## src/ext_boot_defs.svh

```systemverilog
// Constants of the external memory interface and boot loader.
// Assumes a 250 MHz instruction clock; included by bare name.
`ifndef EXT_BOOT_DEFS_SVH
`define EXT_BOOT_DEFS_SVH

// Clock period and external access length
`define CLK_PERIOD_NS 4
`define ACC_LAST 2'd3

// Lane enables on the 24-bit data bus
`define DM_LANES 24'hffff00
`define BOOT_LANES 24'hc00000
`define NO_LANES 24'h000000

// Start addresses
`define SA_ZERO 14'h0000
`define SA_USER 14'h0060
`define SA_MONITOR 14'h0800

// Monitor start-up
`define VEC_LAST 7'h5f
`define MODE_SROM 2'b10
`define MODE_UART 2'b11

// Serial memory clock, 1 Mb/s
`define SROM_BIT_NS 1000
`define SROM_HALF_CYC ((`SROM_BIT_NS / `CLK_PERIOD_NS) / 2)

// Autobaud: the 0x70 byte holds the line low for five bit times
`define AB_LOW_BITS 16'd5
`define HDR_IFACES 3'd6
`define HDR_LAST_BIT 4'd8

// Boot page layout
`define LEN_OFF 13'h0000
`define LAST_OFF 13'h0001
`define GROUP_FIRST 2'b01

`endif

```

## src/ext_boot_pkg.sv

```systemverilog
// Types of the external memory interface and boot loader.
// Assumes nothing beyond a SystemVerilog compiler.
package ext_boot_pkg;

	typedef enum logic [3:0] {
		S_STRAP = 4'b0000,
		S_VEC = 4'b0001,
		S_FLAG = 4'b0010,
		S_SROM = 4'b0011,
		S_AB_IDLE = 4'b0100,
		S_AB_LOW = 4'b0101,
		S_AB_REST = 4'b0110,
		S_H_WAIT = 4'b0111,
		S_HDR = 4'b1000,
		S_LEN = 4'b1001,
		S_BYTES = 4'b1010,
		S_DRAIN = 4'b1011,
		S_RUN = 4'b1100
	} ctl_e;

	typedef enum logic [1:0] {
		B_IDLE = 2'b00,
		B_PM = 2'b01,
		B_DM = 2'b10,
		B_BOOT = 2'b11
	} bus_e;

	typedef struct packed {
		ctl_e cst;
		bus_e bst;
		logic [1:0] s1_strap;
		logic [1:0] s2_strap;
		logic [1:0] swait;
		logic [23:0] s1_din;
		logic [23:0] s2_din;
		logic s1_rxa;
		logic s2_rxa;
		logic s1_rxb;
		logic s2_rxb;
		logic [1:0] bcnt;
		logic [13:0] addr;
		logic aoe;
		logic [23:0] dout;
		logic [23:0] doe;
		logic pms_n;
		logic dms_n;
		logic bms_n;
		logic rd_n;
		logic wr_n;
		logic acc_done;
		logic [23:0] pm_rdata;
		logic [15:0] dm_rdata;
		logic run;
		logic [13:0] exec;
		logic wait_zero;
		logic [6:0] vcnt;
		logic [1:0] fcnt;
		logic fl1;
		logic fs;
		logic rxsel;
		logic [1:0] mode45;
		logic [6:0] dcnt;
		logic sclk;
		logic [15:0] tcnt;
		logic [15:0] baud;
		logic [3:0] bitn;
		logic [7:0] shreg;
		logic [2:0] iface;
		logic iface_valid;
		logic [2:0] page;
		logic [12:0] boff;
		logic [7:0] bbyte;
		logic push;
		logic [1:0] bsel;
		logic [15:0] asm_lo;
		logic [10:0] widx;
		logic pm_valid;
		logic [10:0] pm_addr;
		logic [23:0] pm_data;
	} state_s;

endpackage

```

## src/byte_fifo.sv

```systemverilog
// Small FIFO with registered read data, valid and ready on both sides.
// Assumes one clock and a synchronous active-low reset.
`timescale 1ns/100ps
`default_nettype none

module byte_fifo #(
	parameter int WIDTH = 8,
	parameter int DEPTH = 32
) (
	// Clock and reset
	input wire logic clk,
	input wire logic rst_n,
	// Fill side
	input wire logic in_valid,
	output logic in_ready,
	input wire logic [WIDTH-1:0] in_data,
	// Drain side
	output logic out_valid,
	input wire logic out_ready,
	output logic [WIDTH-1:0] out_data
);

	localparam int AW = $clog2(DEPTH);
	localparam int CW = $clog2(DEPTH + 1);

	typedef struct packed {
		logic [DEPTH-1:0][WIDTH-1:0] mem;
		logic [AW-1:0] wptr;
		logic [AW-1:0] rptr;
		logic [CW-1:0] count;
		logic ovalid;
		logic [WIDTH-1:0] odata;
	} fifo_s;

	fifo_s st;
	fifo_s n;
	logic push;
	logic pop;

	// Stored words exclude the one waiting in the output register
	assign in_ready = (st.count != CW'(DEPTH));
	assign push = in_valid && in_ready;
	assign pop = (st.count != '0) && (!st.ovalid || out_ready);
	assign out_valid = st.ovalid;
	assign out_data = st.odata;

	// Next state: write, refill the output register, count
	always_comb begin
		n = st;
		if (out_ready) begin
			n.ovalid = 1'b0;
		end
		if (push) begin
			n.mem[st.wptr] = in_data;
			n.wptr = st.wptr + AW'(1);
		end
		if (pop) begin
			n.odata = st.mem[st.rptr];
			n.ovalid = 1'b1;
			n.rptr = st.rptr + AW'(1);
		end
		n.count = st.count + CW'(push) - CW'(pop);
	end

	// State register
	always_ff @(posedge clk) begin
		if (!rst_n) begin
			st <= '0;
		end else begin
			st <= n;
		end
	end

endmodule

`default_nettype wire

```

## src/ext_memory_boot_loader.sv

```systemverilog
// External memory interface with strap-selected boot sequencing.
// Assumes pins arrive unsynchronised; core, program RAM and serial port
// logic run on clk. Boot bytes pass a 32-word FIFO to the RAM loader.
`timescale 1ns/100ps
`default_nettype none
`include "ext_boot_defs.svh"

module ext_memory_boot_loader (
	// Clock and reset
	input wire logic clk,
	input wire logic rst_n,
	// Strap pins
	input wire logic memory_map_select,
	input wire logic boot_mode_select,
	// External bus pins
	output logic [13:0] addr_out,
	output logic addr_oe,
	input wire logic [23:0] data_in,
	output logic [23:0] data_out,
	output logic [23:0] data_oe,
	output logic program_memory_select_n,
	output logic data_memory_select_n,
	output logic boot_memory_select_n,
	output logic read_strobe_n,
	output logic write_strobe_n,
	// Core access port
	input wire logic acc_req,
	input wire logic acc_pm_ext,
	input wire logic acc_dm_ext,
	input wire logic acc_dm_write,
	input wire logic [13:0] acc_pm_addr,
	input wire logic [13:0] acc_dm_addr,
	input wire logic [15:0] acc_dm_wdata,
	output logic acc_done,
	output logic [23:0] acc_pm_rdata,
	output logic [15:0] acc_dm_rdata,
	// Boot control and status
	input wire logic boot_force,
	input wire logic [2:0] boot_page_select,
	output logic core_run,
	output logic [13:0] exec_addr,
	output logic dm_wait_zero,
	// Program RAM load port and vector ROM
	output logic pm_load_valid,
	input wire logic pm_load_ready,
	output logic [10:0] pm_load_addr,
	output logic [23:0] pm_load_data,
	output logic [6:0] vec_rom_addr,
	input wire logic [23:0] vec_rom_data,
	// Serial port 1
	input wire logic serial_rx_pin_a,
	input wire logic serial_rx_pin_b,
	output logic serial_rx_input,
	output logic frame_sync_or_serial_mem_reset,
	output logic srom_sclk,
	input wire logic srom_ok,
	input wire logic srom_fail,
	output logic [7:0] mode_control_reg,
	output logic [15:0] baud_period,
	output logic [2:0] iface_select,
	output logic iface_valid
);

	ext_boot_pkg::state_s st;
	ext_boot_pkg::state_s n;
	logic boot_got;
	logic boot_go;
	logic pop;
	logic fifo_in_ready;
	logic fifo_out_valid;
	logic [7:0] fifo_out_data;

	// Boot fetch completes; a byte fetch may start only with FIFO room, the length fetch without
	assign boot_got = (st.bst == ext_boot_pkg::B_BOOT) && (st.bcnt == `ACC_LAST);
	assign boot_go = (st.bst == ext_boot_pkg::B_IDLE) &&
		((st.cst == ext_boot_pkg::S_LEN) ||
		((st.cst == ext_boot_pkg::S_BYTES) && fifo_in_ready && !st.push));
	assign pop = fifo_out_valid && !st.pm_valid;

	// Boot byte buffer between bus fetch and RAM loader
	byte_fifo #(.WIDTH(8), .DEPTH(32)) u_fifo (
		.clk(clk),
		.rst_n(rst_n),
		.in_valid(st.push),
		.in_ready(fifo_in_ready),
		.in_data(st.bbyte),
		.out_valid(fifo_out_valid),
		.out_ready(!st.pm_valid),
		.out_data(fifo_out_data)
	);

	// Next state of the whole block
	always_comb begin
		n = st;
		n.acc_done = 1'b0;
		n.push = 1'b0;
		n.s1_strap = {memory_map_select, boot_mode_select};
		n.s2_strap = st.s1_strap;
		n.s1_din = data_in;
		n.s2_din = st.s1_din;
		n.s1_rxa = serial_rx_pin_a;
		n.s2_rxa = st.s1_rxa;
		n.s1_rxb = serial_rx_pin_b;
		n.s2_rxb = st.s1_rxb;
		if (st.pm_valid && pm_load_ready) begin
			n.pm_valid = 1'b0;
		end

		// Bus sequencer; program read precedes data access
		unique case (st.bst)
		ext_boot_pkg::B_IDLE: begin
			n.bcnt = 2'd0;
			if (boot_go) begin
				n.bst = ext_boot_pkg::B_BOOT;
			end else if (st.run && acc_req && !st.acc_done) begin
				if (acc_pm_ext) begin
					n.bst = ext_boot_pkg::B_PM;
				end else if (acc_dm_ext) begin
					n.bst = ext_boot_pkg::B_DM;
				end else begin
					n.acc_done = 1'b1;
				end
			end
		end
		default: begin
			n.bcnt = st.bcnt + 2'd1;
			if (st.bcnt == `ACC_LAST) begin
				n.bcnt = 2'd0;
				n.bst = ext_boot_pkg::B_IDLE;
				if (st.bst == ext_boot_pkg::B_PM) begin
					n.pm_rdata = st.s2_din;
					if (acc_dm_ext) begin
						n.bst = ext_boot_pkg::B_DM;
					end else begin
						n.acc_done = 1'b1;
					end
				end else if (st.bst == ext_boot_pkg::B_DM) begin
					n.dm_rdata = st.s2_din[23:8];
					n.acc_done = 1'b1;
				end else begin
					n.bbyte = st.s2_din[15:8];
				end
			end
		end
		endcase

		// Boot and monitor sequencer
		unique case (st.cst)
		ext_boot_pkg::S_STRAP: begin
			n.swait = st.swait + 2'd1;
			if (st.swait == 2'd3) begin
				if (st.s2_strap == 2'b11) begin
					n.cst = ext_boot_pkg::S_VEC;
					n.exec = `SA_MONITOR;
					n.wait_zero = 1'b1;
				end else if (st.s2_strap == 2'b00) begin
					n.cst = ext_boot_pkg::S_LEN;
					n.page = 3'd0;
					n.boff = `LEN_OFF;
				end else begin
					n.cst = ext_boot_pkg::S_RUN;
					n.run = 1'b1;
				end
			end
		end
		ext_boot_pkg::S_VEC: begin
			if (!st.pm_valid || pm_load_ready) begin
				n.pm_valid = 1'b1;
				n.pm_addr = {4'h0, st.vcnt};
				n.pm_data = vec_rom_data;
				n.vcnt = st.vcnt + 7'd1;
				if (st.vcnt == `VEC_LAST) begin
					n.cst = ext_boot_pkg::S_FLAG;
					n.mode45 = `MODE_SROM;
				end
			end
		end
		ext_boot_pkg::S_FLAG: begin
			n.fl1 = (st.fcnt == 2'd0) ? 1'b1 : !st.fl1;
			n.fcnt = st.fcnt + 2'd1;
			if (st.fcnt == 2'd2) begin
				n.cst = ext_boot_pkg::S_SROM;
			end
		end
		ext_boot_pkg::S_SROM: begin
			n.dcnt = st.dcnt + 7'd1;
			if (st.dcnt == 7'(`SROM_HALF_CYC - 1)) begin
				n.dcnt = 7'd0;
				n.sclk = !st.sclk;
			end
			if (srom_ok) begin
				n.cst = ext_boot_pkg::S_RUN;
				n.run = 1'b1;
				n.exec = `SA_USER;
				n.sclk = 1'b0;
			end else if (srom_fail) begin
				n.cst = ext_boot_pkg::S_AB_IDLE;
				n.mode45 = `MODE_UART;
				n.sclk = 1'b0;
			end
		end
		ext_boot_pkg::S_AB_IDLE: begin
			n.tcnt = 16'd1;
			if (!st.s2_rxb) begin
				n.cst = ext_boot_pkg::S_AB_LOW;
			end
		end
		ext_boot_pkg::S_AB_LOW: begin
			// Start bit plus four zero bits of the autobaud byte
			if (!st.s2_rxb) begin
				n.tcnt = st.tcnt + 16'd1;
			end else begin
				n.baud = st.tcnt / `AB_LOW_BITS;
				n.tcnt = 16'd0;
				n.cst = ext_boot_pkg::S_AB_REST;
			end
		end
		ext_boot_pkg::S_AB_REST: begin
			// Skip three ones, a zero and half the stop bit
			n.tcnt = st.tcnt + 16'd1;
			if ({2'b00, st.tcnt} >=
				({st.baud, 2'b00} + {3'b000, st.baud[15:1]})) begin
				n.cst = ext_boot_pkg::S_H_WAIT;
			end
		end
		ext_boot_pkg::S_H_WAIT: begin
			n.tcnt = 16'd0;
			n.bitn = 4'd0;
			if (!st.s2_rxb) begin
				n.cst = ext_boot_pkg::S_HDR;
			end
		end
		ext_boot_pkg::S_HDR: begin
			n.tcnt = st.tcnt + 16'd1;
			if (st.tcnt == ((st.bitn == 4'd0) ? {1'b0, st.baud[15:1]} :
				st.baud)) begin
				n.tcnt = 16'd0;
				n.bitn = st.bitn + 4'd1;
				if (st.bitn != 4'd0) begin
					n.shreg = {st.s2_rxb, st.shreg[7:1]};
				end
				if (st.bitn == `HDR_LAST_BIT) begin
					if (n.shreg[7:3] == 5'h00 &&
						n.shreg[2:0] < `HDR_IFACES) begin
						n.iface = n.shreg[2:0];
						n.iface_valid = 1'b1;
						n.run = 1'b1;
						n.cst = ext_boot_pkg::S_RUN;
					end else begin
						n.cst = ext_boot_pkg::S_AB_IDLE;
					end
				end
			end
		end
		ext_boot_pkg::S_LEN: begin
			if (boot_got) begin
				// Top byte is 32 per length step plus 31
				n.boff = {st.s2_din[15:8], 5'h1f};
				n.widx = {st.s2_din[15:8], 3'h7};
				n.bsel = 2'd0;
				n.cst = ext_boot_pkg::S_BYTES;
			end
		end
		ext_boot_pkg::S_BYTES: begin
			if (boot_got) begin
				n.push = 1'b1;
				if (st.boff == `LAST_OFF) begin
					n.cst = ext_boot_pkg::S_DRAIN;
				end else if (st.boff[1:0] == `GROUP_FIRST) begin
					n.boff = st.boff - 13'd2;
				end else begin
					n.boff = st.boff - 13'd1;
				end
			end
		end
		ext_boot_pkg::S_DRAIN: begin
			if (!st.push && !fifo_out_valid && !st.pm_valid &&
				st.bsel == 2'd0) begin
				n.cst = ext_boot_pkg::S_RUN;
				n.run = 1'b1;
				n.exec = `SA_ZERO;
			end
		end
		ext_boot_pkg::S_RUN: begin
			if (st.s2_strap == 2'b00 && boot_force && !acc_req &&
				st.bst == ext_boot_pkg::B_IDLE) begin
				n.run = 1'b0;
				n.page = boot_page_select;
				n.boff = `LEN_OFF;
				n.cst = ext_boot_pkg::S_LEN;
			end
		end
		default: begin
			n.cst = ext_boot_pkg::S_STRAP;
		end
		endcase

		// Assemble words, low byte first since bytes arrive top down
		if (pop) begin
			n.asm_lo = {fifo_out_data, st.asm_lo[15:8]};
			n.bsel = st.bsel + 2'd1;
			if (st.bsel == 2'd2) begin
				n.bsel = 2'd0;
				n.pm_valid = 1'b1;
				n.pm_addr = st.widx;
				n.pm_data = {fifo_out_data, st.asm_lo};
				n.widx = st.widx - 11'd1;
			end
		end

		// Routing driven by the mode bits
		n.rxsel = st.mode45[0] ? st.s2_rxb : st.s2_rxa;
		n.fs = n.mode45[1] ? n.fl1 : 1'b0;

		// Pins follow the next bus state; idle leaves all off
		n.pms_n = 1'b1;
		n.dms_n = 1'b1;
		n.bms_n = 1'b1;
		n.rd_n = 1'b1;
		n.wr_n = 1'b1;
		n.aoe = 1'b0;
		n.doe = `NO_LANES;
		unique case (n.bst)
		ext_boot_pkg::B_PM: begin
			n.pms_n = 1'b0;
			n.rd_n = 1'b0;
			n.aoe = 1'b1;
			n.addr = acc_pm_addr;
		end
		ext_boot_pkg::B_DM: begin
			n.dms_n = 1'b0;
			n.aoe = 1'b1;
			n.addr = acc_dm_addr;
			if (acc_dm_write) begin
				n.wr_n = 1'b0;
				n.dout = {acc_dm_wdata, 8'h00};
				n.doe = `DM_LANES;
			end else begin
				n.rd_n = 1'b0;
			end
		end
		ext_boot_pkg::B_BOOT: begin
			n.bms_n = 1'b0;
			n.rd_n = 1'b0;
			n.aoe = 1'b1;
			n.addr = {n.page[0], n.boff};
			n.dout = {n.page[2:1], 22'h000000};
			n.doe = `BOOT_LANES;
		end
		default: begin
		end
		endcase
	end

	// State register
	always_ff @(posedge clk) begin
		if (!rst_n) begin
			st <= '0;
			st.pms_n <= 1'b1;
			st.dms_n <= 1'b1;
			st.bms_n <= 1'b1;
			st.rd_n <= 1'b1;
			st.wr_n <= 1'b1;
		end else begin
			st <= n;
		end
	end

	// Outputs straight from the state register
	assign addr_out = st.addr;
	assign addr_oe = st.aoe;
	assign data_out = st.dout;
	assign data_oe = st.doe;
	assign program_memory_select_n = st.pms_n;
	assign data_memory_select_n = st.dms_n;
	assign boot_memory_select_n = st.bms_n;
	assign read_strobe_n = st.rd_n;
	assign write_strobe_n = st.wr_n;
	assign acc_done = st.acc_done;
	assign acc_pm_rdata = st.pm_rdata;
	assign acc_dm_rdata = st.dm_rdata;
	assign core_run = st.run;
	assign exec_addr = st.exec;
	assign dm_wait_zero = st.wait_zero;
	assign pm_load_valid = st.pm_valid;
	assign pm_load_addr = st.pm_addr;
	assign pm_load_data = st.pm_data;
	assign vec_rom_addr = st.vcnt;
	assign serial_rx_input = st.rxsel;
	assign frame_sync_or_serial_mem_reset = st.fs;
	assign srom_sclk = st.sclk;
	assign mode_control_reg = {2'b00, st.mode45, 4'h0};
	assign baud_period = st.baud;
	assign iface_select = st.iface;
	assign iface_valid = st.iface_valid;

	// Checks on the pins and sequences
	a_strobe_excl: assert property (@(posedge clk) disable iff (!rst_n)
		!(!read_strobe_n && !write_strobe_n) && $onehot0({
		!program_memory_select_n, !data_memory_select_n,
		!boot_memory_select_n}))
		else $error("strobes or selects overlap");
	a_idle_quiet: assert property (@(posedge clk) disable iff (!rst_n)
		(program_memory_select_n && data_memory_select_n &&
		boot_memory_select_n) |-> (!addr_oe && data_oe == `NO_LANES &&
		read_strobe_n && write_strobe_n))
		else $error("bus driven while no select is low");
	a_dual_order: assert property (@(posedge clk) disable iff (!rst_n)
		($fell(data_memory_select_n) && acc_pm_ext) |->
		$past(!program_memory_select_n))
		else $error("data access did not follow program read");
	a_dm_lanes: assert property (@(posedge clk) disable iff (!rst_n)
		(!data_memory_select_n && !write_strobe_n) |->
		(data_oe == `DM_LANES && data_out[7:0] == 8'h00))
		else $error("data write not on upper lanes");
	a_boot_lanes: assert property (@(posedge clk) disable iff (!rst_n)
		!boot_memory_select_n |-> (data_oe == `BOOT_LANES &&
		!read_strobe_n && addr_oe))
		else $error("boot read lanes wrong");
	a_pm_select: assert property (@(posedge clk) disable iff (!rst_n)
		$fell(program_memory_select_n) |->
		(!program_memory_select_n && !read_strobe_n)[*4] ##1
		program_memory_select_n)
		else $error("program access length wrong");
	a_len_first: assert property (@(posedge clk) disable iff (!rst_n)
		($fell(boot_memory_select_n) && st.cst == ext_boot_pkg::S_LEN)
		|-> addr_out[12:0] == `LEN_OFF)
		else $error("page length not read first");
	a_vec_range: assert property (@(posedge clk) disable iff (!rst_n)
		(pm_load_valid && st.cst == ext_boot_pkg::S_VEC) |->
		(pm_load_addr <= {4'h0, `VEC_LAST} && dm_wait_zero))
		else $error("vector copy out of range");
	a_flag_seq: assert property (@(posedge clk) disable iff (!rst_n)
		(st.cst == ext_boot_pkg::S_FLAG && st.fcnt == 2'd0) |=>
		frame_sync_or_serial_mem_reset ##1 !frame_sync_or_serial_mem_reset
		##1 frame_sync_or_serial_mem_reset)
		else $error("serial memory reset pulse wrong");
	a_user_start: assert property (@(posedge clk) disable iff (!rst_n)
		(st.cst == ext_boot_pkg::S_SROM && srom_ok) |=>
		(exec_addr == `SA_USER && core_run))
		else $error("user code start wrong");
	a_uart_mode: assert property (@(posedge clk) disable iff (!rst_n)
		(st.cst == ext_boot_pkg::S_SROM && !srom_ok && srom_fail) |=>
		(mode_control_reg[5:4] == `MODE_UART &&
		st.cst == ext_boot_pkg::S_AB_IDLE))
		else $error("fallback to UART wrong");

endmodule

`default_nettype wire

```

## config.mk

```make
export PLATFORM = sky130hd
export DESIGN_NAME = ext_memory_boot_loader
export DESIGN_NICKNAME = d
export VERILOG_FILES = /design/src/ext_boot_pkg.sv /design/src/byte_fifo.sv /design/src/ext_memory_boot_loader.sv
export VERILOG_INCLUDE_DIRS = /design/src /design/src/src
export SDC_FILE = /design/constraint.sdc
export NUM_CORES = 1
export LEC_CHECK = 0
export ABC_AREA = 1
export BUFFER_PORTS_ARGS = -buffer_cell sky130_fd_sc_hd__buf_2
export CELL_PAD_IN_SITES_DETAIL_PLACEMENT = 0
export CELL_PAD_IN_SITES_GLOBAL_PLACEMENT = 1
export CORE_MARGIN = 10
export CORE_UTILIZATION = 46
export DETAILED_ROUTE_END_ITERATION = 6
export GPL_TIMING_DRIVEN = 0
export PLACE_DENSITY = 0.88
export SLEW_MARGIN = 40
export SYNTH_ARGS = -nofsm -noshare
export SYNTH_HDL_FRONTEND = slang
export SYNTH_SLANG_ARGS = --single-unit
```

## constraint.sdc

```tcl
create_clock -name clk -period 12.05 [get_ports clk]
set_clock_uncertainty 0.15 [all_clocks]
set_input_delay 2.41 -clock clk [delete_from_list [all_inputs] [get_ports clk]]
set_output_delay 2.41 -clock clk [all_outputs]
set_load 0.01 [all_outputs]
```

## Yosys cells after proc, flatten, opt, wreduce, memory -nomap -nowiden

Cells that the tools add are included.

| operators by class | value |
|---|---|
| add/sub/neg operators | 16 |
| div/mod/pow operators | 1 |
| order comparisons | 5 |
| eq/ne operators | 55 |
| muxes and demuxes | 111 |
| bitwise operators | 4 |
| reductions and logical operators | 68 |

Operators with widths:

| operator | count |
|---|---|
| bitwise mux 256 bit | 1 |
| 2-to-1 mux 16 bit | 11 |
| case mux 48 bit (2 select lines) | 1 |
| 2-to-1 mux 4 bit | 21 |
| case mux 16 bit (5 select lines) | 1 |
| 2-to-1 mux 36 bit | 2 |
| 2-to-1 mux 65 bit | 1 |
| 2-to-1 mux 13 bit | 4 |
| case mux 13 bit (4 select lines) | 1 |
| case mux 4 bit (13 select lines) | 1 |
| 2-to-1 mux 48 bit | 1 |
| 2-to-1 mux 8 bit | 6 |
| 2-to-1 mux 47 bit | 1 |
| 2-to-1 mux 15 bit | 3 |
| case mux 15 bit (3 select lines) | 1 |
| != test 2 bit, second input constant | 22 |
| case mux 14 bit (3 select lines) | 1 |
| 2-to-1 mux 41 bit | 1 |
| binary-select mux 8 bit (select 5 bit) | 1 |
| demux 8 bit (select 5 bit) | 1 |
| 2-to-1 mux 2 bit | 15 |
| 2-to-1 mux 1 bit | 26 |
| equality test 4 bit, second input constant | 6 |
| 2-to-1 mux 24 bit | 1 |
| 55 further kinds | 130 |

| storage, ports and cells | value |
|---|---|
| bits in registers | 632 |
| input port bits | 109 |
| output and inout bits | 199 |
| logic and storage cells | 349 |

## Logic depth before layout (Yosys ltp)

Gate-level depths: netlist (run 1).

| depth | value |
|---|---|
| word-level depth | 11 |
| depth in mapped cells | 67 |
| mapped depth without buffers | 66 |

## By module

A second synthesis (run 1) with hierarchy kept.

| unflattened totals | value |
|---|---|
| cell total of the unflattened synthesis | 4190 |
| area total of the unflattened synthesis | 29395.7 um^2 |

Modules (own cells, without submodules):

| module | times used | cells an instance | area each (um^2) | sequential area each (um^2) |
|---|---|---|---|---|
| ext_memory_boot_loader | 1 | 2319 | 16600.9 | 6145.9 |
| byte_fifo | 1 | 1871 | 12794.8 | 5625.4 |

## Worst setup path after synthesis (run 1)

Ideal clock, no wire load.

| timing path | value |
|---|---|
| kind | register -> register |
| start | reg st[137] in the netlist's numbering |
| end | reg st, in the netlist baud_period[0] |
| library setup time | 117 ps |
| arrival time | 4843 ps |
| required time | 11783 ps |
| slack | 6940 ps |
| stages on the path, launching flop included | 56 |
| buffers on the path | 1 |
| period minus slack after synthesis | 5110 ps |
| path through | dfxtp_1 buf_4 inv_2 o21ai_2 inv_1 nand2_2 nand2_2 nand2_2 nand3_2 nand2_2 nand2_2 nand2_4 nand2_4 nand2_4 nand3_4 nand2_1 nand3_2 nand2_4 (+20 left out) nand2_2 nand2_2 nand2_2 inv_2 nand3_1 a21oi_2 nand3_1 nand2_1 inv_1 ha_1 inv_1 nand3_2 nand2_2 nand3_4 a21oi_1 nand3_1 nor2_1 nor2_1 |

| on the way | value |
|---|---|
| cells in the longest elaborated chain, start to end | 1 |

RTL lines:

| element | RTL line | source |
|---|---|---|
| start: declaration | ext_memory_boot_loader.sv:64 | `ext_boot_pkg::state_s st;` |
| start signal: assignment | ext_memory_boot_loader.sv:365 | `st <= n;` |
| divider 16 x 3 -> 16 bit (no line) | - |  |

Every way passes these cells.
A chain may end at the register's enable or synchronous reset.

## Final worst setup path (run 1)

| timing path | value |
|---|---|
| start | reg st[135] in the netlist's numbering |
| end | reg st, in the netlist baud_period[0] |

The elaborated chain is that of the path after synthesis.

==> metrics, run 1 <==
status finished clean; M3 GR Usage 4.604%; post-layout util 54.32%; number of max-cap violations 0; Skew-Pair Late Insertion Delay 620 ps; Max clock buf depth 3; critical path buffer and inverter count 10; Syn Std Cell Area 0.02813 mm2; # clock sinks 588; DRT Pass-1 Iters 6; final RePlAce weighted congestion 0.9742; CTS buffer count 66; total number of vias 27380; H-Tree Depth 3; Setup Fix Bufs, Post-CTS 0; largest net degree at the start of global routing 15; final hold viol count 0; worst slew pin tran 914.2 ps; asr flop ratio synth 0%; synth cell count leaders dfxtp_1, o21ai_0, nand2_1, a21oi_1, nor2_1; Synth Flop Type dfxtp_1; Initial DRC Count 2906; post_cts resized 0; type of the worst min-delay path reg -> reg; VDD IR max 0.0001090 V; CP max stage cell dfxtp_1; largest area contributor in the netlist dfxtp_1; crit path time final 5927 ps; CP Depth 54; maximum clock rate 168.7 MHz; Cells after Synth 3839; vias in the first global route 25200; FF+latch count, synth 588; Yosys warnings 0; WL/cell 19.03 um; critical path class reg -> reg; total gr overflow 0; layout cell share with drive strength beyond 1 15.53%; Critical Path RT 12380 ps; CTS root buffer clkbuf_16; crit-path leading delay family simple AND/OR/NAND/NOR gates; setup TNS 0 ps; Final ANT Viol Nets 0; Largest register FFs 272; Area contributors post-synth dfxtp_1, o21ai_0, a21oi_1; detailed placement HPWL 71.30 mm; PortBufs 271; relative slew slack 39.06%; GR Util All Layers 25.70%; DRC errors left 0; # rows 90; leakage power 0.01508 uW; worst hold path depth 2; CP Data Arrival Time 6260 ps; grt met2 use 41.10%; CP max FO 8; Die Wd 267.3 um; Power Density 185.2 mW/mm2; Critical Path Start Type flop; Die ar. 0.07144 mm2; crit share post-route 49.19%; Area growth, synth to finish 16.78%; sequential area share after synthesis 41.85%; Synth top area share 41.85%; number of distinct library cells after synthesis 57; Max stage delay on crit path 520 ps; Final Total Pwr 6084 uW; die height 267.3 um; # IOs 308; Layout Nets 4388; global-route wire length before repair 145.0 mm; final WL 96.01 mm; Final Max Tran Viols 0; CP dominant cell by count nand2_2; CTS tree built; clock-pin slew on the worst setup and hold paths 60 ps; WHS 260.2 ps; hold_buf cts 0; Post-synth EDFFs 0; initial antenna violation count 1; synthesized area per cell 7.327 um2; unrepaired setup endpoints after global routing false; final setup fails 0; Via density 5.427; Initial Utilization 46.52%; Core ar. 0.06047 mm2; global route hottest layer met2; routing usage on met1 33.86%; most common cell in the synthesized netlist dfxtp_1; R2R depth 54; CP Capture Type flop; Largest Register u_fifo.st
==> worst min-delay path: cells and delay by family (launching register included) <==
kind	cells	cell delay (ps)
buffers and inverters	1	40
DFF	1	300
and+or+nand+nor	1	40
==> final cells by class <==
class	count	area [um2]
clock buffers	99	1938
repair buffers	272	1361
multi-input cells	2486	12800
flip-flops and latches	588	11770
diodes	1	2.502
plain buffers	395	2191
well taps	782	978.4
inverters	404	1516
fillers	5978	27620
clock inverters	18	284.0
==> report_power, final <==
group	switching, uW	leakage, uW	internal [uW]	total, uW
Combinational	1250	0.00922	561	1810
Sequential	108	0.00477	2090	2190
Clock	836	0.00109	1250	2080
Total	2190	0.0151	3900	6080
==> metal layers <==
layer,vias up,wire length [um]
met2,1112,43410
met5,-,0
met1,12660,41310
met3,191,7705
li1,13420,-
met4,0,3591
==> per-stage QoR <==
| step | setup WS [ps] | std cells | area [um2] |
|---|---|---|---|
| floorplan | 6940 | 3873 | 28260 |
| global placement | 6163 | 4926 | 30590 |
| detailed placement | 6097 | 4927 | 30620 |
| CTS | 6088 | 5044 | 32840 |
| global route | 5365 | 5045 | 32850 |
| finish | 6123 | 5045 | 32850 |
==> layout by cell type, fill, tap and decap left out, types with 28 or more instances in the layout <==
| cell | n |
|---|---|
| nor2_1 | 371 |
| inv_1 | 363 |
| o22ai_1 | 50 |
| o211ai_1 | 43 |
| conb_1 | 35 |
| nand2_1 | 491 |
| nand3_1 | 159 |
| nor3_1 | 28 |
| clkbuf_16 | 68 |
| buf_4 | 186 |
| ha_1 | 64 |
| a21oi_1 | 421 |
| nand4_1 | 36 |
| dfxtp_1 | 588 |
| nand2_2 | 33 |
| buf_2 | 272 |
| clkbuf_1 | 215 |
| o21ai_0 | 553 |
==> logic make-up (layout without fill, tap and decap cells) <==
family	count (synthesis)	after routing	synth area share [%]
AOI/OAI and AO/OA	1187	1187	23.18
xor gates and xnor gates	32	32	1.050
adders and majority gates	66	66	2.989
buffers and inverters	799	1188	13.14
DFF	588	588	41.85
muxes	1	1	0.03559
other	1	36	0.01333
and+or+nand+nor	1165	1165	17.74
==> worst paths after layout <==
path / startpoint / end / slack (ps)
setup / recovery: st[135] / baud_period[0] / 6120
hold reg to reg: n[311] / st[311] / 260
setup reg to reg: st[135] / baud_period[0] / 6120
hold / removal: n[311] / st[311] / 260
Power figures use the tool's default switching activity.
==> run 2, diff against run 1 <==
Settings changed: ABC_AREA 1 to 0, CORE_UTILIZATION 46 to 45, PLACE_DENSITY 0.88 to 0.84.
Clock period 12.05 ns to 5.55 ns, I/O delays scaled along.
==> run 2 against run 1 <==
The flow now finishes with violations (setup timing). Synthesized area is 3.7% higher. Non-clock buffer count increased by 114. Register-to-register slack got worse by 6400 ps. Combinational power rose by 62%. Worst setup slack got worse by 6400 ps. Fmax is 1.6% higher. Critical path depth down 29. Synthesized cell count down 10%. Global-route usage is 0.67 points lower. Wire length is 3.5% higher. Largest cell class unchanged.
==> metrics, run 2 <==
Area growth, synth to finish 19.31%; synth cell count leaders dfxtp_1, nand2_1, a21oi_1, nand3_1, clkbuf_1; GR Util All Layers 25.03%; final hold viol count 0; total number of vias 26890; initial antenna violation count 4; CTS buffer count 60; # rows 93; FF+latch count, synth 588; largest net degree at the start of global routing 16; # IOs 308; detailed placement HPWL 73.98 mm; Critical Path Start Type flop; final RePlAce weighted congestion 1.013; number of distinct library cells after synthesis 104; Initial Utilization 45.32%; Initial DRC Count 2485; hold wc startpoint n[292]; CTS root buffer clkbuf_16; Synth Flop Type dfxtp_1; most common cell in the synthesized netlist dfxtp_1; register area 0.01179 mm2; multi-input logic area 0.01526 mm2; Largest register FFs 272; most frequent cells in the layout dfxtp_1, nand2_1, a21oi_1; leakage power 0.01324 uW; worst slew pin tran 887.3 ps; Core ar. 0.06435 mm2; Post-Place Worst Slack -935.5 ps; global-route wire length before repair 149.3 mm; largest area contributor in the netlist dfxtp_1; layout cell share with drive strength beyond 1 21.73%; critical path startpoint st[134]; Largest Register u_fifo.st; worst reg-to-reg setup slack -290 ps; Via density 5.629; Syn Std Cell Area 0.02916 mm2; WL/cell 20.81 um; crit path setup slack, layout -286.0 ps; CP Data Arrival Time 6250 ps; worst setup path endpoint baud_period[0]; post-layout util 54.07%; Max clock buf depth 3; Reg2Reg Capture Point baud_period[0]; Final Max Tran Viols 0; R2R depth 25; asr flop ratio synth 0%; PortBufs 272; CP Capture Type flop; Power Density 344.2 mW/mm2; Post-synth EDFFs 0; crit path time final 5836 ps; critical path class reg -> reg; final setup fails 2; number of max-cap violations 0; VDD IR max 0.0002711 V; Critical Path RT 5960 ps; total gr overflow 0; sequential area share after synthesis 40.37%; vias in the first global route 25000; DRT Pass-1 Iters 6; DRC errors left 0; FF-to-FF Start st[134]; Die Wd 274.6 um; Area contributors post-synth dfxtp_1, nand2_1, mux4_2; H-Tree Depth 2; Final ANT Viol Nets 0; Fillers 6105; synthesized area per cell 8.472 um2; Die ar. 0.07539 mm2; die height 274.6 um; Skew-Pair Late Insertion Delay 640 ps; status finished, violations left; CP max FO 6; Yosys warnings 0; failing checks setup timing; final WL 99.40 mm; crit share post-route 105.2%; clock-pin slew on the worst setup and hold paths 70 ps; Layout Nets 4041; Cells after Synth 3442; hold_buf cts 0; unrepaired setup endpoints after global routing true; most common cell after layout, fill and taps aside dfxtp_1; maximum clock rate 171.4 MHz; relative slew slack 40.84%; type of the worst min-delay path reg -> reg; Synth top area share 40.37%; CTS tree built; # clock sinks 588
-- run 2: where the power goes --
group	switching (uW)	total [uW]	internal, uW
logic	1700	2940	1240
registers	199	4680	4480
clock network	1800	4350	2550
total	3700	12000	8280
-- run 2: cell type report --
cell class              count  share of cell area, %
clock buffers              80                  4.941
inverters                  64                 0.6905
flip-flops and latches    588                  33.89
clock inverters            33                  1.162
repair buffers            334                  5.290
plain buffers             447                  7.070
well taps                 855                  3.075
multi-input cells        2371                  43.85
diodes                      5                0.03596
-- run 2: kinds of logic after synthesis --
| group | share of synthesized area (%) |
|---|---|
| AND/OR/NAND/NOR | 21.77 |
| AO/OA/AOI/OAI | 14.91 |
| flip-flops | 40.37 |
| buffers and inverters | 9.152 |
| multiplexers | 9.036 |
| adder cells (fa/ha/maj) | 2.922 |
| XOR/XNOR | 1.832 |
| other | 0.01286 |
-- run 2: routing by layer --
layer / global-route usage, % / wire (um)
met4: 9.239 / 3597
met1: 32.71 / 40480
met5: 0 / 0
met2: 41.37 / 47070
met3: 3.786 / 8248
-- run 2: worst min path at each step --
stage	to	slack, ps	depth (start not counted)
5_1_grt	st[298]	290	1
6_report	st[292]	280	1
4_1_cts	st[292]	280	1
3_3_place_gp	st[287]	270	1
2_1_floorplan	st[285]	260	1
3_5_place_dp	st[292]	270	1
-- run 2: what timing repair did --
| item | in CTS | in global routing |
|---|---|---|
| resized for setup | 67 | 35 |
| buffers inserted | 33 | 28 |
| gates cloned | 1 | 0 |
| setup endpoints to repair | 2 | 5 |
| pin swaps | 29 | 29 |
-- run 2: critical path, stage by stage, from the launching register on --
cell	delay [ps]
dfxtp_4	380
and2b_4	210
xnor2_1	130
o32ai_2	360
nor2_2	100
buf_6	130
mux2_2	260
o31a_4	380
buf_4	160
nor4_4	350
nor4_4	110
and2_1	160
buf_6	130
a31oi_2	240
o211a_1	200
buf_6	130
buf_6	100
mux2i_2	210
a211oi_2	100
mux2_4	310
ha_4	160
or2_4	240
maj3_2	340
a211oi_4	300
mux2_4	330
o22ai_2	80
-- run 2: stage by stage --
step	total power, uW	std cells	hold WS (ps)	cell area, um2	setup TNS, ps
after floorplan	6793	3476	258.0	29290	0
after global placement	7625	4603	265.4	31720	-1644
after detailed placement	7692	4605	266.9	31790	-1601
after CTS	11990	4749	281.5	34440	-153.9
after global routing	12500	4776	294.0	34790	-741.8
final	11980	4777	282.8	34790	-435.0
